--- src/hw/dpt_pkg.sv ---
// Constants, register map and state types of the delay and pulse timer
package dpt_pkg;
	// -----------------------------------------------------------------
	// Time base
	// -----------------------------------------------------------------
	localparam int unsigned CLK_PERIOD_NS = 5;
	localparam int unsigned TICK_PERIOD_MS = 10;
	localparam int unsigned NS_PER_MS = 1_000_000;
	localparam int unsigned TICK_CYC_DFLT =
		TICK_PERIOD_MS * NS_PER_MS / CLK_PERIOD_NS;
	localparam int unsigned SEC_TICKS = 100;
	localparam int unsigned MIN_SECS = 60;
	// -----------------------------------------------------------------
	// Widths and limits
	// -----------------------------------------------------------------
	localparam int unsigned SRC_CNT = 4;
	localparam int unsigned EXT_W = 20;
	localparam int unsigned DLY_W = 16;
	localparam logic [EXT_W-1:0] EXT_ZERO = 20'h0_0000;
	localparam logic [EXT_W-1:0] EXT_MAX_MS = 20'h1_8696;
	localparam logic [EXT_W-1:0] EXT_MAX_UNIT = 20'h0_176F;
	localparam logic [EXT_W-1:0] FIX_MAX_FINE = 20'h0_270F;
	localparam logic [EXT_W-1:0] FIX_MAX_UNIT = 20'h0_176F;
	localparam logic [EXT_W-1:0] EXT_MS_PER_TICK = 20'h0_000A;
	localparam logic [DLY_W-1:0] DLY_ZERO = 16'h0000;
	localparam logic [DLY_W-1:0] DLY_ONE = 16'h0001;
	localparam logic [DLY_W-1:0] DLY_SAT = 16'hFFFF;
	// -----------------------------------------------------------------
	// Register map
	// -----------------------------------------------------------------
	localparam logic [7:0] REG_CTRL = 8'h00;
	localparam logic [7:0] REG_HIGH = 8'h04;
	localparam logic [7:0] REG_LOW = 8'h08;
	localparam logic [7:0] REG_SRC = 8'h0C;
	localparam logic [7:0] REG_STAT = 8'h10;
	localparam logic [7:0] REG_ELAP = 8'h14;
	localparam logic [7:0] REG_EFF = 8'h18;
	localparam int unsigned CTRL_MODE_LSB = 0;
	localparam int unsigned CTRL_RET_BIT = 2;
	localparam int unsigned CTRL_EXT_BIT = 3;
	localparam int unsigned CTRL_BASE_LSB = 4;
	localparam logic [31:0] RD_ZERO = 32'h0000_0000;
	// -----------------------------------------------------------------
	// Modes, time bases and states
	// -----------------------------------------------------------------
	typedef enum logic [1:0] {
		MODE_OFFDLY = 2'h0,
		MODE_ONOFF = 2'h1,
		MODE_RETON = 2'h2,
		MODE_PULSE = 2'h3
	} dpt_mode_e;
	localparam logic [1:0] BASE_FINE = 2'h0;
	localparam logic [1:0] BASE_SEC = 2'h1;
	localparam logic [1:0] BASE_MIN = 2'h2;
	typedef enum logic [1:0] {
		ST_IDLE = 2'b00,
		ST_TIME = 2'b01,
		ST_ON = 2'b11,
		ST_HOLD = 2'b10
	} dpt_state_e;
endpackage : dpt_pkg

--- src/hw/dpt_time_if.sv ---
// Delay source and time base signals shared by the timer modules
`timescale 1ns/1ps
interface dpt_time_if;
	logic [15:0] fixedT;
	logic srcExt;
	logic [1:0] blkSel;
	logic [1:0] baseSel;
	logic [15:0] delayT;
	logic [1:0] unitSel;
	logic tick;
	modport selPort(input fixedT, srcExt, blkSel, baseSel,
		output delayT, unitSel);
	modport tickPort(input unitSel, output tick);
	modport corePort(output fixedT, srcExt, blkSel, baseSel,
		input delayT, unitSel, tick);
endinterface : dpt_time_if

--- src/hw/dpt_tick_gen.sv ---
// Common time tick in the selected resolution
`timescale 1ns/1ps
module dpt_tick_gen
	import dpt_pkg::*;
#(
	parameter int unsigned TICK_CYC = TICK_CYC_DFLT
) (
	input wire logic ref_clk,
	input wire logic rstn,
	dpt_time_if.tickPort tp
);
	logic [31:0] fineCnt_ff;
	logic [7:0] secCnt_ff;
	logic [7:0] minCnt_ff;
	logic tick_ff;
	logic fineWrap;
	logic secWrap;
	logic minWrap;

	assign fineWrap = (fineCnt_ff == 32'(TICK_CYC - 1));
	assign secWrap = fineWrap && (secCnt_ff == 8'(SEC_TICKS - 1));
	assign minWrap = secWrap && (minCnt_ff == 8'(MIN_SECS - 1));

	always_ff @(posedge ref_clk or negedge rstn) begin
		if (!rstn) fineCnt_ff <= 32'h0000_0000;
		else if (fineWrap) fineCnt_ff <= 32'h0000_0000;
		else fineCnt_ff <= fineCnt_ff + 32'h0000_0001;
	end

	always_ff @(posedge ref_clk or negedge rstn) begin
		if (!rstn) secCnt_ff <= 8'h00;
		else if (secWrap) secCnt_ff <= 8'h00;
		else if (fineWrap) secCnt_ff <= secCnt_ff + 8'h01;
	end

	always_ff @(posedge ref_clk or negedge rstn) begin
		if (!rstn) minCnt_ff <= 8'h00;
		else if (minWrap) minCnt_ff <= 8'h00;
		else if (secWrap) minCnt_ff <= minCnt_ff + 8'h01;
	end

	// Unit tick for all timing; code 3 is not a valid unit
	always_ff @(posedge ref_clk or negedge rstn) begin
		if (!rstn) tick_ff <= 1'b0;
		else begin
			unique case (tp.unitSel)
				BASE_FINE: tick_ff <= fineWrap;
				BASE_SEC: tick_ff <= secWrap;
				default: tick_ff <= minWrap;
			endcase
		end
	end

	assign tp.tick = tick_ff;
endmodule : dpt_tick_gen

--- src/hw/dpt_delay_sel.sv ---
// Delay source choice, clamping and unit scaling
`timescale 1ns/1ps
module dpt_delay_sel
	import dpt_pkg::*;
(
	input wire logic ref_clk,
	input wire logic rstn,
	input wire logic [SRC_CNT*EXT_W-1:0] extActualValue,
	dpt_time_if.selPort sp
);
	logic [EXT_W-1:0] srcVal;
	logic [EXT_W-1:0] maxVal;
	logic [EXT_W-1:0] clamped;
	logic [EXT_W-1:0] scaled;
	logic [15:0] delayT_ff;
	logic [1:0] unitSel_ff;

	// Negative values go to zero, large ones to the limit
	function automatic logic [EXT_W-1:0] clampVal(
		input logic [EXT_W-1:0] v,
		input logic [EXT_W-1:0] maxV
	);
		logic [EXT_W-1:0] r;
		if (v[EXT_W-1]) r = EXT_ZERO;
		else if (v > maxV) r = maxV;
		else r = v;
		return r;
	endfunction : clampVal

	always_comb begin
		srcVal = {4'h0, sp.fixedT};
		maxVal = (sp.baseSel == BASE_FINE) ? FIX_MAX_FINE : FIX_MAX_UNIT;
		if (sp.srcExt) begin
			srcVal = extActualValue[sp.blkSel*EXT_W +: EXT_W];
			maxVal = (sp.baseSel == BASE_FINE) ? EXT_MAX_MS : EXT_MAX_UNIT;
		end
		clamped = clampVal(srcVal, maxVal);
		scaled = clamped;
		if (sp.srcExt && sp.baseSel == BASE_FINE)
			scaled = clamped / EXT_MS_PER_TICK;
	end

	always_ff @(posedge ref_clk or negedge rstn) begin
		if (!rstn) delayT_ff <= DLY_ZERO;
		else delayT_ff <= scaled[DLY_W-1:0];
	end

	always_ff @(posedge ref_clk or negedge rstn) begin
		if (!rstn) unitSel_ff <= BASE_FINE;
		else if (sp.baseSel == 2'h3) unitSel_ff <= BASE_MIN;
		else unitSel_ff <= sp.baseSel;
	end

	assign sp.delayT = delayT_ff;
	assign sp.unitSel = unitSel_ff;
endmodule : dpt_delay_sel

--- src/hw/dpt_timer_top.sv ---
// Delay and pulse timer block with register port
//
// Design decisions made here: the placing of the registers and the plain strobed port.
`timescale 1ns/1ps
module dpt_timer_top
	import dpt_pkg::*;
#(
	parameter int unsigned TICK_CYC = TICK_CYC_DFLT
) (
	input wire logic ref_clk,
	input wire logic rstn,
	input wire logic [7:0] regAddr,
	input wire logic [31:0] regWrData,
	input wire logic regWrStb,
	input wire logic regRdStb,
	output logic [31:0] regRdData,
	input wire logic trgIn,
	input wire logic clrIn,
	input wire logic pwrUpIn,
	input wire logic [SRC_CNT*EXT_W-1:0] extActualValue,
	output logic blockOut
);
	// -----------------------------------------------------------------
	// Declarations
	// -----------------------------------------------------------------
	dpt_time_if tif();
	logic trgMeta_ff, trgSync_ff, trgPrev_ff;
	logic clrMeta_ff, clrSync_ff;
	logic pwrMeta_ff, pwrSync_ff, pwrPrev_ff;
	dpt_mode_e mode_ff;
	logic retain_ff, srcExt_ff;
	logic [1:0] base_ff, blkSel_ff;
	logic [15:0] highDly_ff, lowDly_ff;
	logic [31:0] rdData_ff;
	dpt_state_e state_ff, nxt_state;
	logic [15:0] elapsed_ff, nxt_elapsed;
	logic out_ff, nxt_out;
	logic trgRise, ctrlWr, pwrClr, clrAct, quiet, expired;
	logic [15:0] elapsedInc, curDly;

	// -----------------------------------------------------------------
	// Submodules
	// -----------------------------------------------------------------
	dpt_tick_gen #(
		.TICK_CYC(TICK_CYC)
	) uTick (
		.ref_clk(ref_clk),
		.rstn(rstn),
		.tp(tif.tickPort)
	);

	dpt_delay_sel uSel (
		.ref_clk(ref_clk),
		.rstn(rstn),
		.extActualValue(extActualValue),
		.sp(tif.selPort)
	);
	assign tif.fixedT = highDly_ff;
	assign tif.srcExt = srcExt_ff;
	assign tif.blkSel = blkSel_ff;
	assign tif.baseSel = base_ff;

	// -----------------------------------------------------------------
	// Input synchronisers
	// -----------------------------------------------------------------
	always_ff @(posedge ref_clk or negedge rstn) begin
		if (!rstn) begin
			trgMeta_ff <= 1'b0;
			trgSync_ff <= 1'b0;
			trgPrev_ff <= 1'b0;
		end else begin
			trgMeta_ff <= trgIn;
			trgSync_ff <= trgMeta_ff;
			trgPrev_ff <= trgSync_ff;
		end
	end

	always_ff @(posedge ref_clk or negedge rstn) begin
		if (!rstn) begin
			clrMeta_ff <= 1'b0;
			clrSync_ff <= 1'b0;
		end else begin
			clrMeta_ff <= clrIn;
			clrSync_ff <= clrMeta_ff;
		end
	end

	always_ff @(posedge ref_clk or negedge rstn) begin
		if (!rstn) begin
			pwrMeta_ff <= 1'b0;
			pwrSync_ff <= 1'b0;
			pwrPrev_ff <= 1'b0;
		end else begin
			pwrMeta_ff <= pwrUpIn;
			pwrSync_ff <= pwrMeta_ff;
			pwrPrev_ff <= pwrSync_ff;
		end
	end

	// Edge against the previous evaluation
	assign trgRise = trgSync_ff && !trgPrev_ff;
	assign pwrClr = pwrSync_ff && !pwrPrev_ff && !retain_ff;
	assign ctrlWr = regWrStb && (regAddr == REG_CTRL);
	assign clrAct = clrSync_ff &&
		(mode_ff == MODE_OFFDLY || mode_ff == MODE_RETON);
	assign quiet = !ctrlWr && !pwrClr;

	// -----------------------------------------------------------------
	// Register writes
	// -----------------------------------------------------------------
	always_ff @(posedge ref_clk or negedge rstn) begin
		if (!rstn) begin
			mode_ff <= MODE_OFFDLY;
			retain_ff <= 1'b0;
			srcExt_ff <= 1'b0;
			base_ff <= BASE_FINE;
		end else if (ctrlWr) begin
			mode_ff <= dpt_mode_e'(regWrData[CTRL_MODE_LSB +: 2]);
			retain_ff <= regWrData[CTRL_RET_BIT];
			srcExt_ff <= regWrData[CTRL_EXT_BIT];
			base_ff <= regWrData[CTRL_BASE_LSB +: 2];
		end
	end

	always_ff @(posedge ref_clk or negedge rstn) begin
		if (!rstn) begin
			highDly_ff <= DLY_ZERO;
			lowDly_ff <= DLY_ZERO;
			blkSel_ff <= 2'h0;
		end else if (regWrStb) begin
			if (regAddr == REG_HIGH) highDly_ff <= regWrData[15:0];
			if (regAddr == REG_LOW) lowDly_ff <= regWrData[15:0];
			if (regAddr == REG_SRC) blkSel_ff <= regWrData[1:0];
		end
	end

	// -----------------------------------------------------------------
	// Register reads
	// -----------------------------------------------------------------
	always_ff @(posedge ref_clk or negedge rstn) begin
		if (!rstn) rdData_ff <= RD_ZERO;
		else if (!regRdStb) rdData_ff <= RD_ZERO;
		else begin
			unique case (regAddr)
				REG_CTRL: rdData_ff <= {26'h000_0000, base_ff,
					srcExt_ff, retain_ff, mode_ff};
				REG_HIGH: rdData_ff <= {16'h0000, highDly_ff};
				REG_LOW: rdData_ff <= {16'h0000, lowDly_ff};
				REG_SRC: rdData_ff <= {30'h0000_0000, blkSel_ff};
				REG_STAT: rdData_ff <= {28'h000_0000, trgSync_ff,
					state_ff, out_ff};
				REG_ELAP: rdData_ff <= {16'h0000, elapsed_ff};
				REG_EFF: rdData_ff <= {16'h0000, tif.delayT};
				default: rdData_ff <= RD_ZERO;
			endcase
		end
	end

	// -----------------------------------------------------------------
	// Timing core
	// -----------------------------------------------------------------
	always_comb begin
		elapsedInc = elapsed_ff;
		if (tif.tick && elapsed_ff != DLY_SAT)
			elapsedInc = elapsed_ff + DLY_ONE;
	end
	assign curDly = (state_ff == ST_HOLD) ? lowDly_ff : tif.delayT;
	assign expired = (elapsedInc >= curDly);
	always_comb begin
		nxt_state = state_ff;
		nxt_elapsed = elapsed_ff;
		nxt_out = out_ff;
		unique case (mode_ff)
			MODE_OFFDLY: begin
				if (trgSync_ff) begin
					nxt_state = ST_ON;
					nxt_elapsed = DLY_ZERO;
					nxt_out = 1'b1;
				end else if (state_ff == ST_ON) begin
					nxt_state = ST_TIME;
					nxt_elapsed = DLY_ZERO;
				end else if (state_ff == ST_TIME) begin
					nxt_elapsed = elapsedInc;
					if (expired) begin
						nxt_state = ST_IDLE;
						nxt_out = 1'b0;
					end
				end
				if (clrAct) begin
					nxt_state = ST_IDLE;
					nxt_elapsed = DLY_ZERO;
					nxt_out = 1'b0;
				end
			end
			MODE_ONOFF: begin
				unique case (state_ff)
					ST_IDLE: begin
						if (trgRise) begin
							nxt_state = ST_TIME;
							nxt_elapsed = DLY_ZERO;
						end
					end
					ST_TIME: begin
						if (!trgSync_ff) begin
							nxt_state = ST_IDLE;
							nxt_elapsed = DLY_ZERO;
						end else begin
							nxt_elapsed = elapsedInc;
							if (expired) begin
								nxt_state = ST_ON;
								nxt_out = 1'b1;
							end
						end
					end
					ST_ON: begin
						if (!trgSync_ff) begin
							nxt_state = ST_HOLD;
							nxt_elapsed = DLY_ZERO;
						end
					end
					ST_HOLD: begin
						if (trgSync_ff) begin
							nxt_state = ST_ON;
							nxt_elapsed = DLY_ZERO;
						end else begin
							nxt_elapsed = elapsedInc;
							if (expired) begin
								nxt_state = ST_IDLE;
								nxt_out = 1'b0;
							end
						end
					end
				endcase
			end
			MODE_RETON: begin
				if (state_ff == ST_IDLE && trgRise) begin
					nxt_state = ST_TIME;
					nxt_elapsed = DLY_ZERO;
				end else if (state_ff == ST_TIME) begin
					nxt_elapsed = elapsedInc;
					if (expired) begin
						nxt_state = ST_ON;
						nxt_out = 1'b1;
					end
				end else if (state_ff == ST_HOLD) begin
					nxt_state = ST_IDLE;
				end
				if (clrAct) begin
					nxt_state = ST_IDLE;
					nxt_elapsed = DLY_ZERO;
					nxt_out = 1'b0;
				end
			end
			MODE_PULSE: begin
				if (state_ff == ST_IDLE && trgRise) begin
					nxt_state = ST_TIME;
					nxt_elapsed = DLY_ZERO;
					nxt_out = 1'b1;
				end else if (state_ff == ST_TIME) begin
					nxt_elapsed = elapsedInc;
					if (!trgSync_ff) begin
						nxt_state = ST_IDLE;
						nxt_out = 1'b0;
					end else if (expired) begin
						nxt_state = ST_ON;
						nxt_out = 1'b0;
					end
				end else if (state_ff != ST_IDLE && !trgSync_ff) begin
					nxt_state = ST_IDLE;
				end
			end
		endcase
		if (!quiet) begin
			nxt_state = ST_IDLE;
			nxt_elapsed = DLY_ZERO;
			nxt_out = 1'b0;
		end
	end

	always_ff @(posedge ref_clk or negedge rstn) begin
		if (!rstn) state_ff <= ST_IDLE;
		else state_ff <= nxt_state;
	end
	always_ff @(posedge ref_clk or negedge rstn) begin
		if (!rstn) elapsed_ff <= DLY_ZERO;
		else elapsed_ff <= nxt_elapsed;
	end
	always_ff @(posedge ref_clk or negedge rstn) begin
		if (!rstn) out_ff <= 1'b0;
		else out_ff <= nxt_out;
	end
	assign blockOut = out_ff;
	assign regRdData = rdData_ff;
endmodule : dpt_timer_top

--- config.mk ---
export PLATFORM = sky130hd
export DESIGN_NAME = dpt_timer_top
export DESIGN_NICKNAME = d
export VERILOG_FILES = /design/src/hw/dpt_pkg.sv /design/src/hw/dpt_time_if.sv /design/src/hw/dpt_tick_gen.sv /design/src/hw/dpt_delay_sel.sv /design/src/hw/dpt_timer_top.sv
export SDC_FILE = /design/constraint.sdc
export NUM_CORES = 1
export LEC_CHECK = 0
export BUFFER_PORTS_ARGS = -buffer_cell sky130_fd_sc_hd__buf_2
export CAP_MARGIN = 40
export CORE_UTILIZATION = 63
export DETAILED_ROUTE_END_ITERATION = 6
export GPL_TIMING_DRIVEN = 0
export PLACE_DENSITY = 0.9
export SLEW_MARGIN = 20
export SYNTH_ARGS = -nofsm -noshare
export SYNTH_HDL_FRONTEND = slang
export SYNTH_SLANG_ARGS = --single-unit
export TNS_END_PERCENT = 1
--- constraint.sdc ---
create_clock -name ref_clk -period 16.2 [get_ports ref_clk]
set_input_delay 3.24 -clock ref_clk [delete_from_list [all_inputs] [get_ports ref_clk]]
set_output_delay 3.24 -clock ref_clk [all_outputs]
set_load 0.01 [all_outputs]
Word level (Yosys, flattened, before mapping)
Cells that the tools add are included.

cells by class
  add/subtract/negate cells = 4
  multipliers = 1
  div/mod/pow operators = 1
  $lt $le $gt $ge = 2
  equal/unequal tests = 31
  shifts and indexed selects = 1
  muxes and demuxes = 68
  reductions and logical operators = 33

operators with widths
  operator                                                                 number
  16-bit two-way mux                                                       14
  16-bit one-hot mux with 4 select lines                                   2
  16-bit one-hot mux with 7 select lines                                   1
  20-bit two-way mux                                                       4
  80-bit by 8-bit variable part select with 20-bit output                  1
  32-bit two-way mux                                                       2
  2-bit two-way mux                                                        19
  32-bit by 1-bit adder with 32-bit output, second input constant          1
  32-bit by 21-bit equality test with 1-bit output, second input constant  1
  8-bit two-way mux                                                        4
  4-bit inequality test, second input constant                             7
  8-bit by 5-bit equality test with 1-bit output, second input constant    3
  20-bit by 4-bit divider with 20-bit output, second input constant        1
  20-bit greater-than comparator                                           1
  17-bit two-way mux                                                       1
  16-bit by 1-bit adder with 16-bit output, second input constant          1
  8-bit by 1-bit adder with 8-bit output, second input constant            2
  8-bit by 4-bit equality test with 1-bit output, second input constant    2
  16-bit greater-or-equal comparator                                       1
  16-bit inequality test, second input constant                            1
  2-bit one-hot mux with 4 select lines                                    2
  1-bit two-way mux                                                        15
  14-bit two-way mux                                                       1
  1-bit logical AND                                                        12
  21 further kinds                                                         42

storage, ports and cells
  register bits = 166
  bits of input ports = 127
  output and inout bits = 33
  logic and storage cells = 166

Longest topological paths before layout
  depth in word-level cells = 11
  mapped depth = 31

By module
A second synthesis with hierarchy kept.

second synthesis, totals
  cells, all modules = 1283
  area total of the unflattened synthesis = 11627.4 um2

modules (own cells, without submodules)
  module         instances  cells an instance  area each (um2)  sequential area each (um2)
  dpt_timer_top  1          546                5346.4           2077.0
  dpt_delay_sel  1          507                3898.7           450.4
  dpt_tick_gen   1          230                2382.3           1226.2

Worst setup path before layout
Ideal clock, no wire load.

  kind = input to register
  start = input port extActualValue[75]
  end = register uSel.delayT_ff[0], in the netlist uSel.sp.delayT[0]
  arrival = 9081 ps
  setup slack = 6991 ps
  stages = 25
  cells stage by stage = mux4_2 -> mux2i_1 -> inv_1 -> ha_1 -> nand4_1 -> or3_1 -> a2111oi_0 -> a2111o_2 -> o21a_1 -> mux2i_1 -> a21oi_2 -> nor2_2 -> o21ai_1 -> a2111oi_4 -> nor2_1 -> a21o_1 -> a21oi_2 -> o311ai_1 -> a22o_1 -> o2bb2ai_1 -> a211o_1 -> o31a_1 -> a32o_1 -> a21oi_1 -> a31oi_1

on the way
  longest elaborated chain between the ends = 7

RTL lines
  item                                                       line                 RTL
  from (decl)                                                dpt_timer_top.sv:20  input wire logic [SRC_CNT*EXT_W-1:0] extActualValue,
  80-bit by 8-bit variable part select with 20-bit output *  dpt_delay_sel.sv:34  srcVal = extActualValue[sp.blkSel*EXT_W +: EXT_W];
  20-bit two-way mux *                                       dpt_delay_sel.sv:33  if (sp.srcExt) begin
  20-bit greater-than comparator                             dpt_delay_sel.sv:25  else if (v > maxV) r = maxV;
  20-bit two-way mux                                         dpt_delay_sel.sv:25
  20-bit two-way mux *                                       dpt_delay_sel.sv:24  if (v[EXT_W-1]) r = EXT_ZERO;
  20-bit by 4-bit divider with 20-bit output                 dpt_delay_sel.sv:40  scaled = clamped / EXT_MS_PER_TICK;
  16-bit two-way mux *                                       dpt_delay_sel.sv:39  if (sp.srcExt && sp.baseSel == BASE_FINE)
  net uSel.scaled[0]                                         dpt_delay_sel.sv:14  logic [EXT_W-1:0] scaled;
  to (signal assigned)                                       dpt_delay_sel.sv:45  else delayT_ff <= scaled[DLY_W-1:0];
  to (decl)                                                  dpt_delay_sel.sv:15  logic [15:0] delayT_ff;

The timed path passes the listed nets; every way through them passes the cells marked *.
A chain may end at the register's enable or synchronous reset.

Worst setup path in the final report
  start = input port extActualValue[15]
  end = register uSel.delayT_ff[0], in the netlist uSel.sp.delayT[0]

The elaborated chain is that of the path after synthesis.

==> metrics.md <==
| Metric | Value |
|---|---|
| H-tree depth | 4 |
| Worst-path clk slew | 0.06 ns |
| Top-area cell type share of the netlist area | 0.357 |
| Num CTS Buffers | 17 |
| Post-synth ARST share | 1.00 |
| Max Cap Viol | 0 |
| Post-CTS setup buffer count | 0 |
| Core box area | 16,100 sq um |
| Initial Utilization | 0.653 |
| DRT Pass-1 Iters | 6 |
| Finished Layout Cells | 1,519 |
| Total GRT Usage | 0.359 |
| Cell taking the most area after synthesis | dfrtp_1 |
| Routability cong. | 0.984 |
| Grt ovf | 0 |
| Clock Root Buffer | clkbuf_16 |
| Synth Warn # | 0 |
| Pwr Total | 1.35 mW |
| Vias in the first global route | 9,810 |
| Via/cell ratio | 6.67 |
| CTS Sinks | 150 |
| Core Rows | 46 |
| Hold Path Class | register to register |
| Hold path startpoint | clrMeta_ff |
| CTS resizes | 0 |
| Cell with the most instances after synthesis | dfrtp_1 |
| Top-Level Pins | 160 |
| Status | finished clean |
| Die area | 17,200 sq um |
| First-pass GRT wire length | 49,200 um |
| Leak | 5.52 nW |
| Fmax | 95.3 MHz |
| Die W | 131 um |
| CP Data Arrival Time | 10.81 ns |
| Count of cell types in the netlist | 94 |
| Count of pins over their slew limit | 0 |
| NumNets Final | 1,452 |
| RSZ-0062 raised after global routing | false |
| Pre-CTS WS | 5.61 ns |
| Post-route DRC | 0 |
| Final clock skew | 0.0123 ns |
| Primary FF master, synth | dfrtp_1 |
| Critical path type | primary input to register |
| Largest net degree at the start of global routing | 83 |
| Post-Synthesis Cells | 1,126 |
| Setup-failing EPs final | 0 |
| Routed length per instance | 20.2 um |
| CP Max Fanout | 10 |
| Setup ws final | 5.71 ns |
| Clk buf depth | 2 |
| DP Area | 11,500 sq um |
| Slew HR | 0.450 |
| Port bufs | 127 |
| Fin Setup TNS | 0 ns |
| Highest metal used | met4 |
| Crit. End Element | register |
| Cts hold-fix bufs | 0 |
| Register bit total from synthesis | 150 |
| Final hold violation count | 0 |
| Worst r2r src | srcExt_ff |
| Area growth syn-to-layout | 14.6% |
| Initial antenna violation count | 1 |
| DR WL met2 | 14,400 um |
| DP HPWL | 22,500 um |
| Post-synthesis sequential area ratio | 0.357 |
| Crit start category | primary input |
| Routed WL | 30,600 um |
| End-of-flow core utilization | 0.748 |
| EDFF count, synth | 0 |
| Clk Latency, worst-skew pair | 0.44 ns |
| CTS tree | yes |
| CP startpoint | extActualValue[15] |
| Number of routed nets with antenna violations | 0 |
| Worst Max-Slew Pin Slew | 0.818 ns |
| Initial DRC Count | 1,022 |
| Chip Height | 131 um |
| Fin crit share | 0.648 |
| Design area | 12,100 sq um |
| Peak VDD IR | 84.8 uV |
| Leading post-synthesis cells by cell area | dfrtp_1 (36%), mux2_2 (6.1%), ha_1 (4.2%), mux4_2 (3.6%), nand2_1 (3.5%) |
| Placed Cells | 1,487 |
| Pwr/cell area | 112 nW/um^2 |
| Min Clock Period, post-route | 10.49 ns |
| Synth cell count leaders | dfrtp_1 (150), nand2_1 (97), nor2_1 (90) |
| Met3 Routed Length | 2600 um |
| Mapped Avg Cell Area | 9.35 sq um |
| WP data required | 16.52 ns |
| Mapped Area | 10,500 sq um |
| Vias | 10,133 |
| Worst hold margin | 0.350 ns |
| Wire length on met1 | 11,800 um |
| Layout cell share with drive strength beyond 1 | 0.225 |
[state kept, by name, summed over array words and instances, names as in the netlist, 2 cells and up]
signal and cells:
uTick.fineCnt_ff 32, elapsed_ff 16, highDly_ff 16, lowDly_ff 16, regRdData 16, uSel.sp.delayT 16, uTick.minCnt_ff 8, uTick.secCnt_ff 8
base_ff 2, blkSel_ff 2, mode_ff 2, state_ff 2, uSel.sp.unitSel 2
[per-layer routing]
| metal | track usage | up-vias |
|---|---|---|
| li1 | - | 4511 |
| met1 | 0.443 | 4848 |
| met2 | 0.582 | 624 |
| met3 | 0.0671 | 150 |
| met4 | 0.223 | 0 |
| met5 | 0 | - |
[layout make-up]
| class | count | area [sq um] |
|---|---|---|
| Multi-Input combinational cell | 903 | 6380 |
| Fill cell | 1110 | 4050 |
| Sequential cell | 150 | 3750 |
| Timing Repair Buffer | 130 | 682 |
| Clock buffer | 22 | 454 |
| Buffer | 70 | 374 |
| Tap cell | 216 | 270 |
| Clock inverter | 9 | 72.6 |
| Inverter | 18 | 67.6 |
| Antenna cell | 1 | 2.50 |
[critical path, cell delays in order]
cell	delay [ns]
buf_2	0.11
mux4_2	0.46
mux2i_1	0.63
inv_1	0.21
ha_1	0.36
nand4_1	0.14
or3_1	0.43
a2111oi_0	0.41
a2111o_2	0.27
o21a_1	0.28
mux2i_1	0.30
a21oi_2	0.14
nor2_2	0.40
o21ai_1	0.18
a2111oi_4	0.43
nor2_1	0.12
o22ai_1	0.55
nand2_1	0.19
o221ai_1	0.25
a22o_1	0.31
a21oi_1	0.09
o21ai_2	0.28
nand2_1	0.22
o41ai_1	0.40
a21oi_1	0.07
a31oi_1	0.30
[placed cells by master, fill, tap and decap left out, types with 29 or more instances in the layout]
master      n
dfrtp_1   150
buf_2     137
nand2_1    97
nor2_1     90
a21oi_1    70
mux2_2     57
o21ai_0    54
nand3_1    52
clkbuf_1   38
a22oi_1    37
ha_1       35
mux2i_1    31
xnor2_1    29
[power by group]
group / internal (mW) / switching (mW) / total (mW)
registers: 0.392 / 0.0180 / 0.410
clock network: 0.200 / 0.159 / 0.360
logic: 0.227 / 0.357 / 0.584
total: 0.819 / 0.534 / 1.35
[logic make-up after synthesis]
group / count (synthesis) / share of synthesized area
AO/OA/AOI/OAI: 312 / 0.208
XOR/XNOR: 52 / 0.0433
adder cells (fa/ha/maj): 42 / 0.0484
buffers and inverters: 88 / 0.0420
flip-flops: 150 / 0.357
multiplexers: 105 / 0.127
other: 1 / 0.000356
AND/OR/NAND/NOR: 376 / 0.175
[path summary, 6_finish.rpt]
check | cells after the start | slack (ns) | to
max | 26 | 5.71 | uSel.sp.delayT[0]
min | 0 | 0.35 | clrSync_ff
max reg2reg | 26 | 7.86 | uSel.sp.delayT[0]
min reg2reg | 0 | 0.35 | clrSync_ff
max in group asynchronous | 2 | 12.69 | uTick.fineCnt_ff[25]
min in group asynchronous | 1 | 2.76 | trgPrev_ff
Power figures use the tool's default switching activity.
